[src/logic/salm_pkg.sv]
`default_nettype none
package salm_pkg;

    // ==========================================================
    // Sizes
    // ==========================================================
    localparam int NUM_CH    = 8;
    localparam int CH_W      = 3;
    localparam int DATA_W    = 32;
    localparam int TIME_W    = 32;
    localparam int NUM_ALARM = 4;
    localparam int QDEPTH    = 20;
    localparam int QPTR_W    = 5;
    localparam int MEM_DEPTH = 16;
    localparam int MEM_IDX_W = 4;
    localparam int MEM_CNT_W = 5;
    localparam int EV_W      = 5;

    localparam logic [QPTR_W-1:0]    QDEPTH_V    = 5'h14;
    localparam logic [QPTR_W-1:0]    QLAST_V     = 5'h13;
    localparam logic [MEM_CNT_W-1:0] MEM_DEPTH_V = 5'h10;

    // ==========================================================
    // Register byte offsets
    // ==========================================================
    localparam logic [7:0] OFF_CTRL       = 8'h00;
    localparam logic [7:0] OFF_CH_SEL     = 8'h04;
    localparam logic [7:0] OFF_CH_CFG     = 8'h08;
    localparam logic [7:0] OFF_CH_HIGH    = 8'h0c;
    localparam logic [7:0] OFF_CH_LOW     = 8'h10;
    localparam logic [7:0] OFF_MEAS_CFG   = 8'h14;
    localparam logic [7:0] OFF_INT_STATUS = 8'h18;
    localparam logic [7:0] OFF_INT_CLEAR  = 8'h1c;
    localparam logic [7:0] OFF_INT_ENABLE = 8'h20;
    localparam logic [7:0] OFF_Q_COUNT    = 8'h24;
    localparam logic [7:0] OFF_Q_INFO     = 8'h28;
    localparam logic [7:0] OFF_Q_TIME     = 8'h2c;
    localparam logic [7:0] OFF_Q_READING  = 8'h30;
    localparam logic [7:0] OFF_MEM_COUNT  = 8'h34;
    localparam logic [7:0] OFF_MEM_INDEX  = 8'h38;
    localparam logic [7:0] OFF_MEM_DATA   = 8'h3c;
    localparam logic [7:0] OFF_MEM_STATUS = 8'h40;

    // ==========================================================
    // Field positions
    // ==========================================================
    localparam int CTRL_FACTORY_BIT = 0;
    localparam int CTRL_PRESET_BIT  = 1;
    localparam int CFG_ALARM_LSB    = 0;
    localparam int CFG_MODE_LSB     = 2;
    localparam int ST_ALARM_BIT     = 0;
    localparam int ST_HIGH_BIT      = 1;
    localparam int ST_LOW_BIT       = 2;
    localparam int ST_NUM_LSB       = 3;
    localparam int ST_CH_LSB        = 8;
    localparam int EV_DROP_BIT      = 4;

    typedef enum logic [1:0] {
        alarm_off_mode,
        high_limit_only_mode,
        low_limit_only_mode,
        both_limits_mode
    } salm_mode_type;

    typedef struct packed {
        logic [CH_W-1:0]          channel;
        logic signed [DATA_W-1:0] value;
        logic [TIME_W-1:0]        stamp;
    } salm_reading_type;

    typedef struct packed {
        logic [CH_W-1:0]          channel;
        logic signed [DATA_W-1:0] value;
        logic                     in_alarm;
        logic                     high_hit;
        logic                     low_hit;
        logic [1:0]               alarm_num;
    } salm_mem_entry_type;

    typedef struct packed {
        logic [CH_W-1:0]          channel;
        logic signed [DATA_W-1:0] value;
        logic [TIME_W-1:0]        stamp;
        logic [1:0]               alarm_num;
    } salm_queue_entry_type;

endpackage
`default_nettype wire

[src/logic/salm_monitor.sv]
`timescale 1ns/1ps
`default_nettype none
module salm_monitor
    import salm_pkg::*;
(
    input  wire logic              pclk,
    input  wire logic              presetn,
    input  wire logic              psel,
    input  wire logic              penable,
    input  wire logic              pwrite,
    input  wire logic [7:0]        paddr,
    input  wire logic [31:0]       pwdata,
    output logic [31:0]            prdata,
    output logic                   pready,
    output logic                   pslverr,
    input  wire logic              scan_start,
    input  wire logic              reading_valid,
    input  wire salm_reading_type  reading,
    output logic                   irq
);

    // ==========================================================
    // Helpers
    // ==========================================================
    function automatic logic [QPTR_W-1:0] qinc(input logic [QPTR_W-1:0] p);
        qinc = (p == QLAST_V) ? '0 : p + 1'b1;
    endfunction

    function automatic logic [31:0] status_word(input logic [CH_W-1:0] ch, input logic [1:0] num,
                                                input logic al, input logic hi, input logic lo);
        logic [31:0] w;
        w = '0;
        w[ST_ALARM_BIT] = al;
        w[ST_HIGH_BIT] = hi;
        w[ST_LOW_BIT] = lo;
        w[ST_NUM_LSB +: 2] = num;
        w[ST_CH_LSB +: CH_W] = ch;
        return w;
    endfunction

    // ==========================================================
    // State
    // ==========================================================
    logic signed [DATA_W-1:0] high_reg  [NUM_CH];
    logic signed [DATA_W-1:0] low_reg   [NUM_CH];
    salm_mode_type            mode_reg  [NUM_CH];
    logic [1:0]               anum_reg  [NUM_CH];
    logic [31:0]              meas_reg  [NUM_CH];
    logic [CH_W-1:0]          ch_sel_reg;
    salm_mem_entry_type       mem_reg   [MEM_DEPTH];
    logic [MEM_CNT_W-1:0]     mem_count_reg;
    logic [MEM_IDX_W-1:0]     mem_index_reg;
    salm_queue_entry_type     q_reg     [QDEPTH];
    logic [QPTR_W-1:0]        q_head_reg;
    logic [QPTR_W-1:0]        q_tail_reg;
    logic [QPTR_W-1:0]        q_count_reg;
    logic [EV_W-1:0]          int_status_reg;
    logic [EV_W-1:0]          int_enable_reg;
    logic [31:0]              prdata_reg;
    logic                     pready_reg;
    logic                     pslverr_reg;
    logic                     irq_reg;

    assign prdata  = prdata_reg;
    assign pready  = pready_reg;
    assign pslverr = pslverr_reg;
    assign irq     = irq_reg;

    // ==========================================================
    // Bus decode
    // ==========================================================
    // Requests are acted on in the setup cycle, so every access answers after one wait-free access phase.
    logic setup;
    logic wr;
    logic rd;
    logic factory;
    logic preset;
    logic signed [DATA_W-1:0] wdata_s;
    logic signed [DATA_W-1:0] sel_high;
    logic signed [DATA_W-1:0] sel_low;
    logic high_ok;
    logic low_ok;
    logic mapped;

    assign setup    = psel && !penable;
    assign wr       = setup && pwrite;
    assign rd       = setup && !pwrite;
    assign factory  = wr && paddr == OFF_CTRL && pwdata[CTRL_FACTORY_BIT];
    assign preset   = wr && paddr == OFF_CTRL && pwdata[CTRL_PRESET_BIT];
    assign wdata_s  = signed'(pwdata);
    assign sel_high = high_reg[ch_sel_reg];
    assign sel_low  = low_reg[ch_sel_reg];
    assign high_ok  = wdata_s >= sel_low;
    assign low_ok   = wdata_s <= sel_high;

    always_comb begin
        case (paddr)
            OFF_CTRL, OFF_CH_SEL, OFF_CH_CFG, OFF_CH_HIGH, OFF_CH_LOW, OFF_MEAS_CFG,
            OFF_INT_STATUS, OFF_INT_CLEAR, OFF_INT_ENABLE, OFF_Q_COUNT, OFF_Q_INFO,
            OFF_Q_TIME, OFF_Q_READING, OFF_MEM_COUNT, OFF_MEM_INDEX, OFF_MEM_DATA,
            OFF_MEM_STATUS: mapped = 1'b1;
            default: mapped = 1'b0;
        endcase
    end

    // ==========================================================
    // Limit checking of incoming readings
    // ==========================================================
    logic signed [DATA_W-1:0] r_high;
    logic signed [DATA_W-1:0] r_low;
    salm_mode_type            r_mode;
    logic                     r_hi_hit;
    logic                     r_lo_hit;
    logic                     r_alarm;
    logic [1:0]               r_num;

    assign r_high   = high_reg[reading.channel];
    assign r_low    = low_reg[reading.channel];
    assign r_mode   = mode_reg[reading.channel];
    assign r_num    = anum_reg[reading.channel];
    assign r_hi_hit = (r_mode == high_limit_only_mode || r_mode == both_limits_mode)
                      && reading.value > r_high;
    assign r_lo_hit = (r_mode == low_limit_only_mode || r_mode == both_limits_mode)
                      && reading.value < r_low;
    assign r_alarm  = reading_valid && (r_hi_hit || r_lo_hit);

    // ==========================================================
    // Channel configuration and limits
    // ==========================================================
    // Limits have a power-on default but are otherwise cleared only by factory reset or reconfiguration.
    always_ff @(posedge pclk or negedge presetn) begin
        if (!presetn) begin
            for (int i = 0; i < NUM_CH; i++) begin
                high_reg[i] <= '0;
                low_reg[i]  <= '0;
                mode_reg[i] <= alarm_off_mode;
                anum_reg[i] <= '0;
                meas_reg[i] <= '0;
            end
        end else if (factory) begin
            for (int i = 0; i < NUM_CH; i++) begin
                high_reg[i] <= '0;
                low_reg[i]  <= '0;
                mode_reg[i] <= alarm_off_mode;
            end
        end else if (wr) begin
            // Preset writes fall through here and touch no channel state.
            case (paddr)
                OFF_MEAS_CFG: begin
                    meas_reg[ch_sel_reg] <= pwdata;
                    mode_reg[ch_sel_reg] <= alarm_off_mode;
                    high_reg[ch_sel_reg] <= '0;
                    low_reg[ch_sel_reg]  <= '0;
                end
                OFF_CH_CFG: begin
                    anum_reg[ch_sel_reg] <= pwdata[CFG_ALARM_LSB +: 2];
                    mode_reg[ch_sel_reg] <= salm_mode_type'(pwdata[CFG_MODE_LSB +: 2]);
                end
                OFF_CH_HIGH: begin
                    if (high_ok) begin
                        high_reg[ch_sel_reg] <= wdata_s;
                    end
                end
                OFF_CH_LOW: begin
                    if (low_ok) begin
                        low_reg[ch_sel_reg] <= wdata_s;
                    end
                end
                default: begin
                end
            endcase
        end
    end

    always_ff @(posedge pclk or negedge presetn) begin
        if (!presetn) begin
            ch_sel_reg    <= '0;
            mem_index_reg <= '0;
        end else if (wr && paddr == OFF_CH_SEL) begin
            ch_sel_reg <= pwdata[CH_W-1:0];
        end else if (wr && paddr == OFF_MEM_INDEX) begin
            mem_index_reg <= pwdata[MEM_IDX_W-1:0];
        end
    end

    // ==========================================================
    // Reading memory
    // ==========================================================
    // Erasing only resets the fill count; entries at or beyond it read back as zero.
    logic [MEM_CNT_W-1:0] mem_base;
    logic                 mem_room;

    assign mem_base = (scan_start || preset) ? '0 : mem_count_reg;
    assign mem_room = mem_base != MEM_DEPTH_V;

    always_ff @(posedge pclk or negedge presetn) begin
        if (!presetn) begin
            mem_count_reg <= '0;
        end else if (reading_valid && mem_room) begin
            mem_count_reg <= mem_base + 1'b1;
        end else begin
            mem_count_reg <= mem_base;
        end
    end

    always_ff @(posedge pclk) begin
        if (reading_valid && mem_room) begin
            mem_reg[mem_base[MEM_IDX_W-1:0]] <= '{channel: reading.channel, value: reading.value,
                                                  in_alarm: r_alarm, high_hit: r_hi_hit,
                                                  low_hit: r_lo_hit, alarm_num: r_num};
        end
    end

    // ==========================================================
    // Alarm queue
    // ==========================================================
    logic q_push;
    logic q_pop;
    logic q_drop;

    assign q_pop  = rd && paddr == OFF_Q_READING && q_count_reg != '0;
    assign q_push = r_alarm && q_count_reg != QDEPTH_V;
    assign q_drop = r_alarm && q_count_reg == QDEPTH_V;

    always_ff @(posedge pclk or negedge presetn) begin
        if (!presetn) begin
            q_head_reg  <= '0;
            q_tail_reg  <= '0;
            q_count_reg <= '0;
        end else if (preset) begin
            q_head_reg  <= '0;
            q_tail_reg  <= '0;
            q_count_reg <= '0;
        end else begin
            if (q_push) begin
                q_tail_reg <= qinc(q_tail_reg);
            end
            if (q_pop) begin
                q_head_reg <= qinc(q_head_reg);
            end
            if (q_push && !q_pop) begin
                q_count_reg <= q_count_reg + 1'b1;
            end else if (q_pop && !q_push) begin
                q_count_reg <= q_count_reg - 1'b1;
            end
        end
    end

    always_ff @(posedge pclk) begin
        if (q_push) begin
            q_reg[q_tail_reg] <= '{channel: reading.channel, value: reading.value,
                                   stamp: reading.stamp, alarm_num: r_num};
        end
    end

    // ==========================================================
    // Interrupts
    // ==========================================================
    logic [EV_W-1:0] events;

    always_comb begin
        events = '0;
        events[r_num] = r_alarm;
        events[EV_DROP_BIT] = q_drop;
    end

    // A clear in the same cycle as a new event loses to the event.
    always_ff @(posedge pclk or negedge presetn) begin
        if (!presetn) begin
            int_status_reg <= '0;
            int_enable_reg <= '0;
            irq_reg        <= 1'b0;
        end else begin
            if (wr && paddr == OFF_INT_CLEAR) begin
                int_status_reg <= (int_status_reg & ~pwdata[EV_W-1:0]) | events;
            end else begin
                int_status_reg <= int_status_reg | events;
            end
            if (wr && paddr == OFF_INT_ENABLE) begin
                int_enable_reg <= pwdata[EV_W-1:0];
            end
            irq_reg <= |(int_status_reg & int_enable_reg);
        end
    end

    // ==========================================================
    // Read data and response
    // ==========================================================
    logic [31:0]          rdata;
    salm_queue_entry_type q_head;
    salm_mem_entry_type   m_ent;
    logic                 q_any;
    logic                 m_any;
    logic                 refused;

    assign q_head  = q_reg[q_head_reg];
    assign m_ent   = mem_reg[mem_index_reg];
    assign q_any   = q_count_reg != '0;
    assign m_any   = {1'b0, mem_index_reg} < mem_count_reg;
    assign refused = !mapped
                     || (pwrite && paddr == OFF_CH_HIGH && !high_ok)
                     || (pwrite && paddr == OFF_CH_LOW && !low_ok);

    always_comb begin
        rdata = '0;
        case (paddr)
            OFF_CH_SEL:     rdata[CH_W-1:0] = ch_sel_reg;
            OFF_CH_CFG: begin
                rdata[CFG_ALARM_LSB +: 2] = anum_reg[ch_sel_reg];
                rdata[CFG_MODE_LSB +: 2]  = mode_reg[ch_sel_reg];
            end
            OFF_CH_HIGH:    rdata = sel_high;
            OFF_CH_LOW:     rdata = sel_low;
            OFF_MEAS_CFG:   rdata = meas_reg[ch_sel_reg];
            OFF_INT_STATUS: rdata[EV_W-1:0] = int_status_reg;
            OFF_INT_ENABLE: rdata[EV_W-1:0] = int_enable_reg;
            OFF_Q_COUNT:    rdata[QPTR_W-1:0] = q_count_reg;
            OFF_Q_INFO:     rdata = q_any ? status_word(q_head.channel, q_head.alarm_num, 1'b1, 1'b0, 1'b0) : '0;
            OFF_Q_TIME:     rdata = q_any ? q_head.stamp : '0;
            OFF_Q_READING:  rdata = q_any ? q_head.value : '0;
            OFF_MEM_COUNT:  rdata[MEM_CNT_W-1:0] = mem_count_reg;
            OFF_MEM_INDEX:  rdata[MEM_IDX_W-1:0] = mem_index_reg;
            OFF_MEM_DATA:   rdata = m_any ? m_ent.value : '0;
            OFF_MEM_STATUS: rdata = m_any ? status_word(m_ent.channel, m_ent.alarm_num, m_ent.in_alarm,
                                                        m_ent.high_hit, m_ent.low_hit) : '0;
            default:        rdata = '0;
        endcase
    end

    always_ff @(posedge pclk or negedge presetn) begin
        if (!presetn) begin
            prdata_reg  <= '0;
            pready_reg  <= 1'b0;
            pslverr_reg <= 1'b0;
        end else begin
            pready_reg  <= setup;
            pslverr_reg <= setup && refused;
            if (rd) begin
                prdata_reg <= rdata;
            end
        end
    end

endmodule
`default_nettype wire

[config.mk]
export PLATFORM = sky130hd
export DESIGN_NAME = salm_monitor
export DESIGN_NICKNAME = d
export VERILOG_FILES = /design/src/logic/salm_pkg.sv /design/src/logic/salm_monitor.sv
export SDC_FILE = /design/constraint.sdc
export NUM_CORES = 2
export LEC_CHECK = 0
export BUFFER_PORTS_ARGS = -buffer_cell sky130_fd_sc_hd__clkbuf_2
export CAP_MARGIN = 20
export CORE_MARGIN = 5
export CORE_UTILIZATION = 45
export DETAILED_ROUTE_END_ITERATION = 16
export HOLD_SLACK_MARGIN = 0.06
export SETUP_SLACK_MARGIN = 0.5
export SLEW_MARGIN = 20
export SYNTH_ARGS = -nofsm -noshare
export SYNTH_HDL_FRONTEND = slang
export SYNTH_SLANG_ARGS = --single-unit
[constraint.sdc]
create_clock -name pclk -period 9.8 [get_ports pclk]
set_input_delay 1.47 -clock pclk [delete_from_list [all_inputs] [get_ports pclk]]
set_output_delay 1.47 -clock pclk [all_outputs]
set_load 0.02 [all_outputs]
* Word level (Yosys, flattened, before mapping) *
Memories as Yosys holds them, arrays and structs flattened.
Cells that the tools add are included.

word-level totals
  input bits = 114
  RAM bits = 2020
  memories = 2
  flip-flop bits (word level) = 872

memories
  memory   depth  width  rd ports  clocked after memory_dff  write ports  RTL line            RTL
  q_reg    20     69     1         0                         1            salm_monitor.sv:53  salm_queue_entry_type q_reg [QDEPTH];
  mem_reg  16     40     1         0                         1            salm_monitor.sv:50  salm_mem_entry_type mem_reg [MEM_DEPTH];

cells by class
  reductions and logical operators = 57
  equal/unequal tests = 26
  multiplexer cells = 75
  order comparisons = 10
  $add $sub $neg = 5
  bitwise operators = 15

operator list
  kind                                                 count
  two-way mux 256 bit                                  6
  one-hot mux 256 bit (2 select lines)                 2
  bitwise mux 256 bit                                  3
  bitwise AND 256 bit                                  2
  binary-select mux 32 bit (select 3 bit)              5
  two-way mux 32 bit                                   14
  NOT 256 bit                                          1
  one-hot mux 27 bit (8 select lines)                  1
  demux 32 bit (select 3 bit)                          1
  equality test 8 x 6 -> 1 bit, second input constant  8
  two-way mux 5 bit                                    12
  one-hot mux 3 bit (15 select lines)                  1
  bitwise mux 16 bit                                   2
  equality test 8 x 5 -> 1 bit, second input constant  4
  greater-or-equal comparator 32 bit                   1
  > comparator 32 bit                                  1
  less-or-equal comparator 32 bit                      1
  less-than comparator 32 bit                          1
  two-way mux 16 bit                                   2
  one-hot mux 16 bit (2 select lines)                  1
  logical AND 1 bit                                    27
  binary-select mux 2 bit (select 3 bit)               4
  two-way mux 11 bit                                   2
  adder 5 x 1 -> 5 bit, second input constant          4
  other kinds (38)                                     82

* Logic depth before layout (Yosys ltp) *
  word-level depth = 15
  depth in mapped cells = 21

* Worst setup path after synthesis *
No wires, ideal clock.

  path kind = input-to-reg
  from = input reading[64] (netlist name)
  to = memory q_reg[15][0] (netlist name), enable pin
  buffers on the path = 4
  arrival = 10.338 ns
  stages = 15
  slack = -1.119 ns
  path through = buf_2 clkbuf_1 buf_2 buf_1 mux4_2 mux2i_1 ha_1 nand4_1 or3_1 a21o_1 a31oi_1 mux2i_1 a31o_2 nand3_1 nor3_1

on the way
  cells in the longest elaborated chain, start to end = 12
  elaborated cells on any way between the ends = 24
  those cells by class = order compare (2); eq/ne (3); mux (11); bitwise (1); reduce/logical (7)

ends and longest elaborated chain
  item                                                                         RTL line                                  RTL
  start, declared                                                              salm_monitor.sv:18                        input wire salm_reading_type reading,
  NOT 3 -> 4 bit (implied by the code) (*)                                     salm_monitor.sv:117, salm_monitor.sv:119
  parallel branches: the longest is 5 deep, another holds > comparator 32 bit  --
  logical AND 1 bit (*)                                                        salm_monitor.sv:122                       && reading.value > r_high;
  via r_hi_hit                                                                 salm_monitor.sv:112                       logic r_hi_hit;
  logical OR 1 bit (*)                                                         salm_monitor.sv:125                       assign r_alarm = reading_valid && (r_hi_hit || r_lo_hit);
  logical AND 1 bit (*)                                                        salm_monitor.sv:125
  logical AND 1 bit (*)                                                        salm_monitor.sv:222                       assign q_push = r_alarm && q_count_reg != QDEPTH_V;
  two-way mux 1 bit (*)                                                        salm_monitor.sv:250                       if (q_push) begin
  two-way mux 1 bit (implied by the code) (*)                                  salm_monitor.sv:251                       q_reg[q_tail_reg] <= '{channel: reading.channel, value: reading.value,
  end, declared                                                                salm_monitor.sv:53

Mark *: on every way through the listed nets, which the timed path passes. The select of a mux whose other input is x is not followed.

* Worst setup path after layout *
  from = register ch_sel_reg[2]
  to = register high_reg[147] (netlist name)

on the way
  cells in the longest elaborated chain, start to end = 10
  elaborated cells on any way between the ends = 19
  those cells by class = order compare (3); eq/ne (1); mux (10); bitwise (3); reduce/logical (2)

ends and longest elaborated chain
  item                                                                                        RTL line                                                      RTL
  start, declared                                                                             salm_monitor.sv:49                                            logic [CH_W-1:0] ch_sel_reg;
  start signal, assigned                                                                      salm_monitor.sv:180                                           ch_sel_reg <= pwdata[CH_W-1:0];
  NOT 3 -> 4 bit (implied by the code) (*)                                                    salm_monitor.sv:92, salm_monitor.sv:152, salm_monitor.sv:161
  parallel branches: the longest is 9 deep, another holds greater-or-equal comparator 32 bit  --
  end signal, assigned by index                                                               salm_monitor.sv:161                                           high_reg[ch_sel_reg] <= wdata_s;
  end, declared                                                                               salm_monitor.sv:44                                            logic signed [DATA_W-1:0] high_reg [NUM_CH];

Mark *: on every way between the ends. The select of a mux whose other input is x is not followed.
A chain may end at the register's enable or synchronous reset.

==> results.json <==
{
  "finalSetupTns_ps": 0,
  "clk_latency_ps": 900,
  "ant_nets": 0,
  "largest_reg_flops": 1380,
  "post-cts-setup-buffer-count": 0,
  "cp_max_fo": 39,
  "io_buffer_count": 148,
  "power_leakage_nw": 49.5,
  "die_h_um": 534,
  "final_common_cell": "edfxtp_1",
  "crit_top_cell": "buf_4",
  "ctsResizeCount": 0,
  "final_cells": 11300,
  "worstMarginPinSlew_ps": 1250,
  "status": "complete, no violations",
  "ctsHoldBuffers": 0,
  "via_per_inst": 6.59,
  "crit_slowest_cell": "nand2_1",
  "numClockSinks": 2892,
  "cts_max_path_buffers": 4,
  "yosysWarnings": 0,
  "grt_pass1_vias": 73900,
  "crit_type": "register to register",
  "setup_violations": 0,
  "cts_root_buf": "clkbuf_16",
  "totalWireLength_mm": 388,
  "core_region_area_um2": 274000,
  "nFillCells": 22000,
  "cts_tree": "built",
  "clock.fmax_mhz": 142,
  "drive_gt1_frac": 0.266,
  "hold_viol": 0,
  "final_cell_mix": "edfxtp_1, dfrtp_1, mux4_2, nand2_1, mux2_2",
  "cts_buffers": 308,
  "initial_core_util": 0.452,
  "htreeDepth": 5,
  "r2r_slack_ps": 2770,
  "power_density_nw_per_um2": 191,
  "grt_setup_unrepaired": "no",
  "path_clk_slew_ps": 60,
  "gp_congestion": 0.946,
  "max_cap_violations": 0,
  "antenna_found_initial": 32,
  "period_needed_ps": 7030,
  "post-route-period-util": 0.718,
  "io_pins": 149,
  "r2r_start": "ch_sel_reg[2]",
  "dpl.cell_count": 10700,
  "avgRoutedWirePerCell_um": 34.4,
  "reg2reg_depth": 18,
  "r2r-end": "high_reg[147]",
  "grt_use_total": 0.267,
  "num_rows": 192,
  "end_kind": "register",
  "die_w_um": 534,
  "ys_seq_area_frac": 0.667,
  "grt_overflow": 0,
  "syn_nets": 7577,
  "crit_arrival_ps": 7790,
  "nNetsFinal": 7696,
  "grt_start_max_net_pins": 174,
  "max_slew_margin": 0.167,
  "syn_avg_cell_area_um2": 16.9,
  "syn2layout_area_growth_pct": 12.5,
  "die-area_um2": 285000,
  "synthDistinctLibCells": 76,
  "crit_start": "ch_sel_reg[2]",
  "synth-edff-count": 2020,
  "cp-start-kind": "register",
  "drc_errors": 0,
  "drv_slew": 0,
  "grt_pass1_wl_mm": 554,
  "slowest_delay_ps": 910,
  "synthCells": 7319,
  "synth_ff_type": "edfxtp_1",
  "syn-cell-area_um2": 124000,
  "drtPass1Iterations": 6,
  "critPathRequiredTime_ps": 10560,
  "crit_end": "high_reg[147]",
  "vdd_drop_max_uv": 162,
  "crit_chain": "buf_4 > buf_4 > nor2b_2 > buf_4 > a211oi_1 > a21oi_1 > a21oi_1 > ha_1 > nand3_1 > inv_1 > a221oi_1 > o31ai_1 > a211o_1 > or4_1 > and3_1 > nand2_1 > buf_4 > a22o_1",
  "drtIter0Drc": 9784,
  "dp_hpwl_mm": 232,
  "finClkSkew_ps": 74.5,
  "synthArstFlopShare": 0.302,
  "min_path_type": "register to register",
  "vias": 74400,
  "ys_ff_latch": 2892
}
-- stage by stage --
step | setup WS, ps | hold slack (ps) | util | total power [mW] | area [um^2]
4_1_cts | 3090 | 485 | 0.509 | 26.7 | 139000
5_1_grt | 2730 | 502 | 0.509 | 27.3 | 139000
6_report | 2770 | 480 | 0.509 | 26.6 | 139000
2_1_floorplan | 576 | 444 | - | 14.5 | 124000
3_3_place_gp | 2280 | 458 | 0.472 | 15.2 | 129000
3_5_place_dp | 2160 | 471 | 0.473 | 15.3 | 129000
-- worst min-delay path by stage --
stage / start / endpoint / slack [ps] / cells after the start
after floorplan: meas_reg[0] / meas_reg[0] / 440 / 2
after global routing: meas_reg[128] / meas_reg[128] / 500 / 2
after detailed placement: meas_reg[96] / meas_reg[96] / 470 / 2
final: meas_reg[128] / meas_reg[128] / 480 / 2
after CTS: meas_reg[96] / meas_reg[96] / 490 / 2
after global placement: meas_reg[0] / meas_reg[0] / 460 / 2
-- where the power goes --
group / switching (mW) / total (mW) / internal, mW / leakage, nW
Clock: 4.86 / 11.5 / 6.66 / 4.85
Sequential: 0.126 / 13.6 / 13.5 / 30.2
Combinational: 0.986 / 1.43 / 0.445 / 14.4
Total: 5.98 / 26.6 / 20.6 / 49.5
-- final cells by class --
type	count	area [um^2]	share of cell area
sequential	2892	82500	0.593
multi-input combinational	3798	39200	0.281
clock buffer	396	8360	0.0601
tap	3589	4490	0.0323
timing repair buffer	397	2990	0.0215
clock inverter	156	1500	0.0108
inverter	41	154	0.00111
antenna	9	22.5	0.000162
-- worst max-delay path: cells and delay by family, from the launching register on --
kind,cells,cell delay [ps]
flops,1,660
compound gates,7,2080
simple gates,5,2270
buf+inv,5,1360
fa+ha+maj,1,400
-- logic make-up after synthesis --
group,count (synthesis),synth area share
AOI/OAI and AO/OA,1335,0.0798
adders and majority gates,144,0.0146
DFF,2892,0.667
and+or+nand+nor,1111,0.0397
buffers and inverters,629,0.0204
xor gates and xnor gates,10,0.000819
muxes,1198,0.178
-- per-layer routing --
layer / global-route usage / share of wire / wire (um) / vias up
li1: - / - / - / 29800
met1: 0.372 / 0.40 / 154000 / 39500
met2: 0.420 / 0.47 / 181000 / 4125
met3: 0.0543 / 0.092 / 35600 / 913
met4: 0.102 / 0.044 / 17000 / 8
met5: 0 / 0.00014 / 54 / -
-- synthesized netlist by cell type, drive strengths merged (14+ instances only) --
library cell	instances	area, um^2
a211oi	17	128
mux2i	112	1120
nand2	694	2610
a2111oi	25	225
nor2b	48	300
nor3	57	320
and4	24	210
o211ai	232	1740
o22ai	41	257
a21o	29	218
o21ai	123	616
a21oi	162	811
mux4	769	17300
ha	143	1790
a22o	287	2510
clkbuf	388	1460
nand4	25	156
o221ai	14	123
nand3	39	195
mux2	317	3570
a221oi	85	744
dfrtp	872	21800
nor2	130	490
a22oi	242	1820
and3	29	181
edfxtp	2020	60700
inv	41	154
buf	200	908
(Power assumes the default switching activity.)
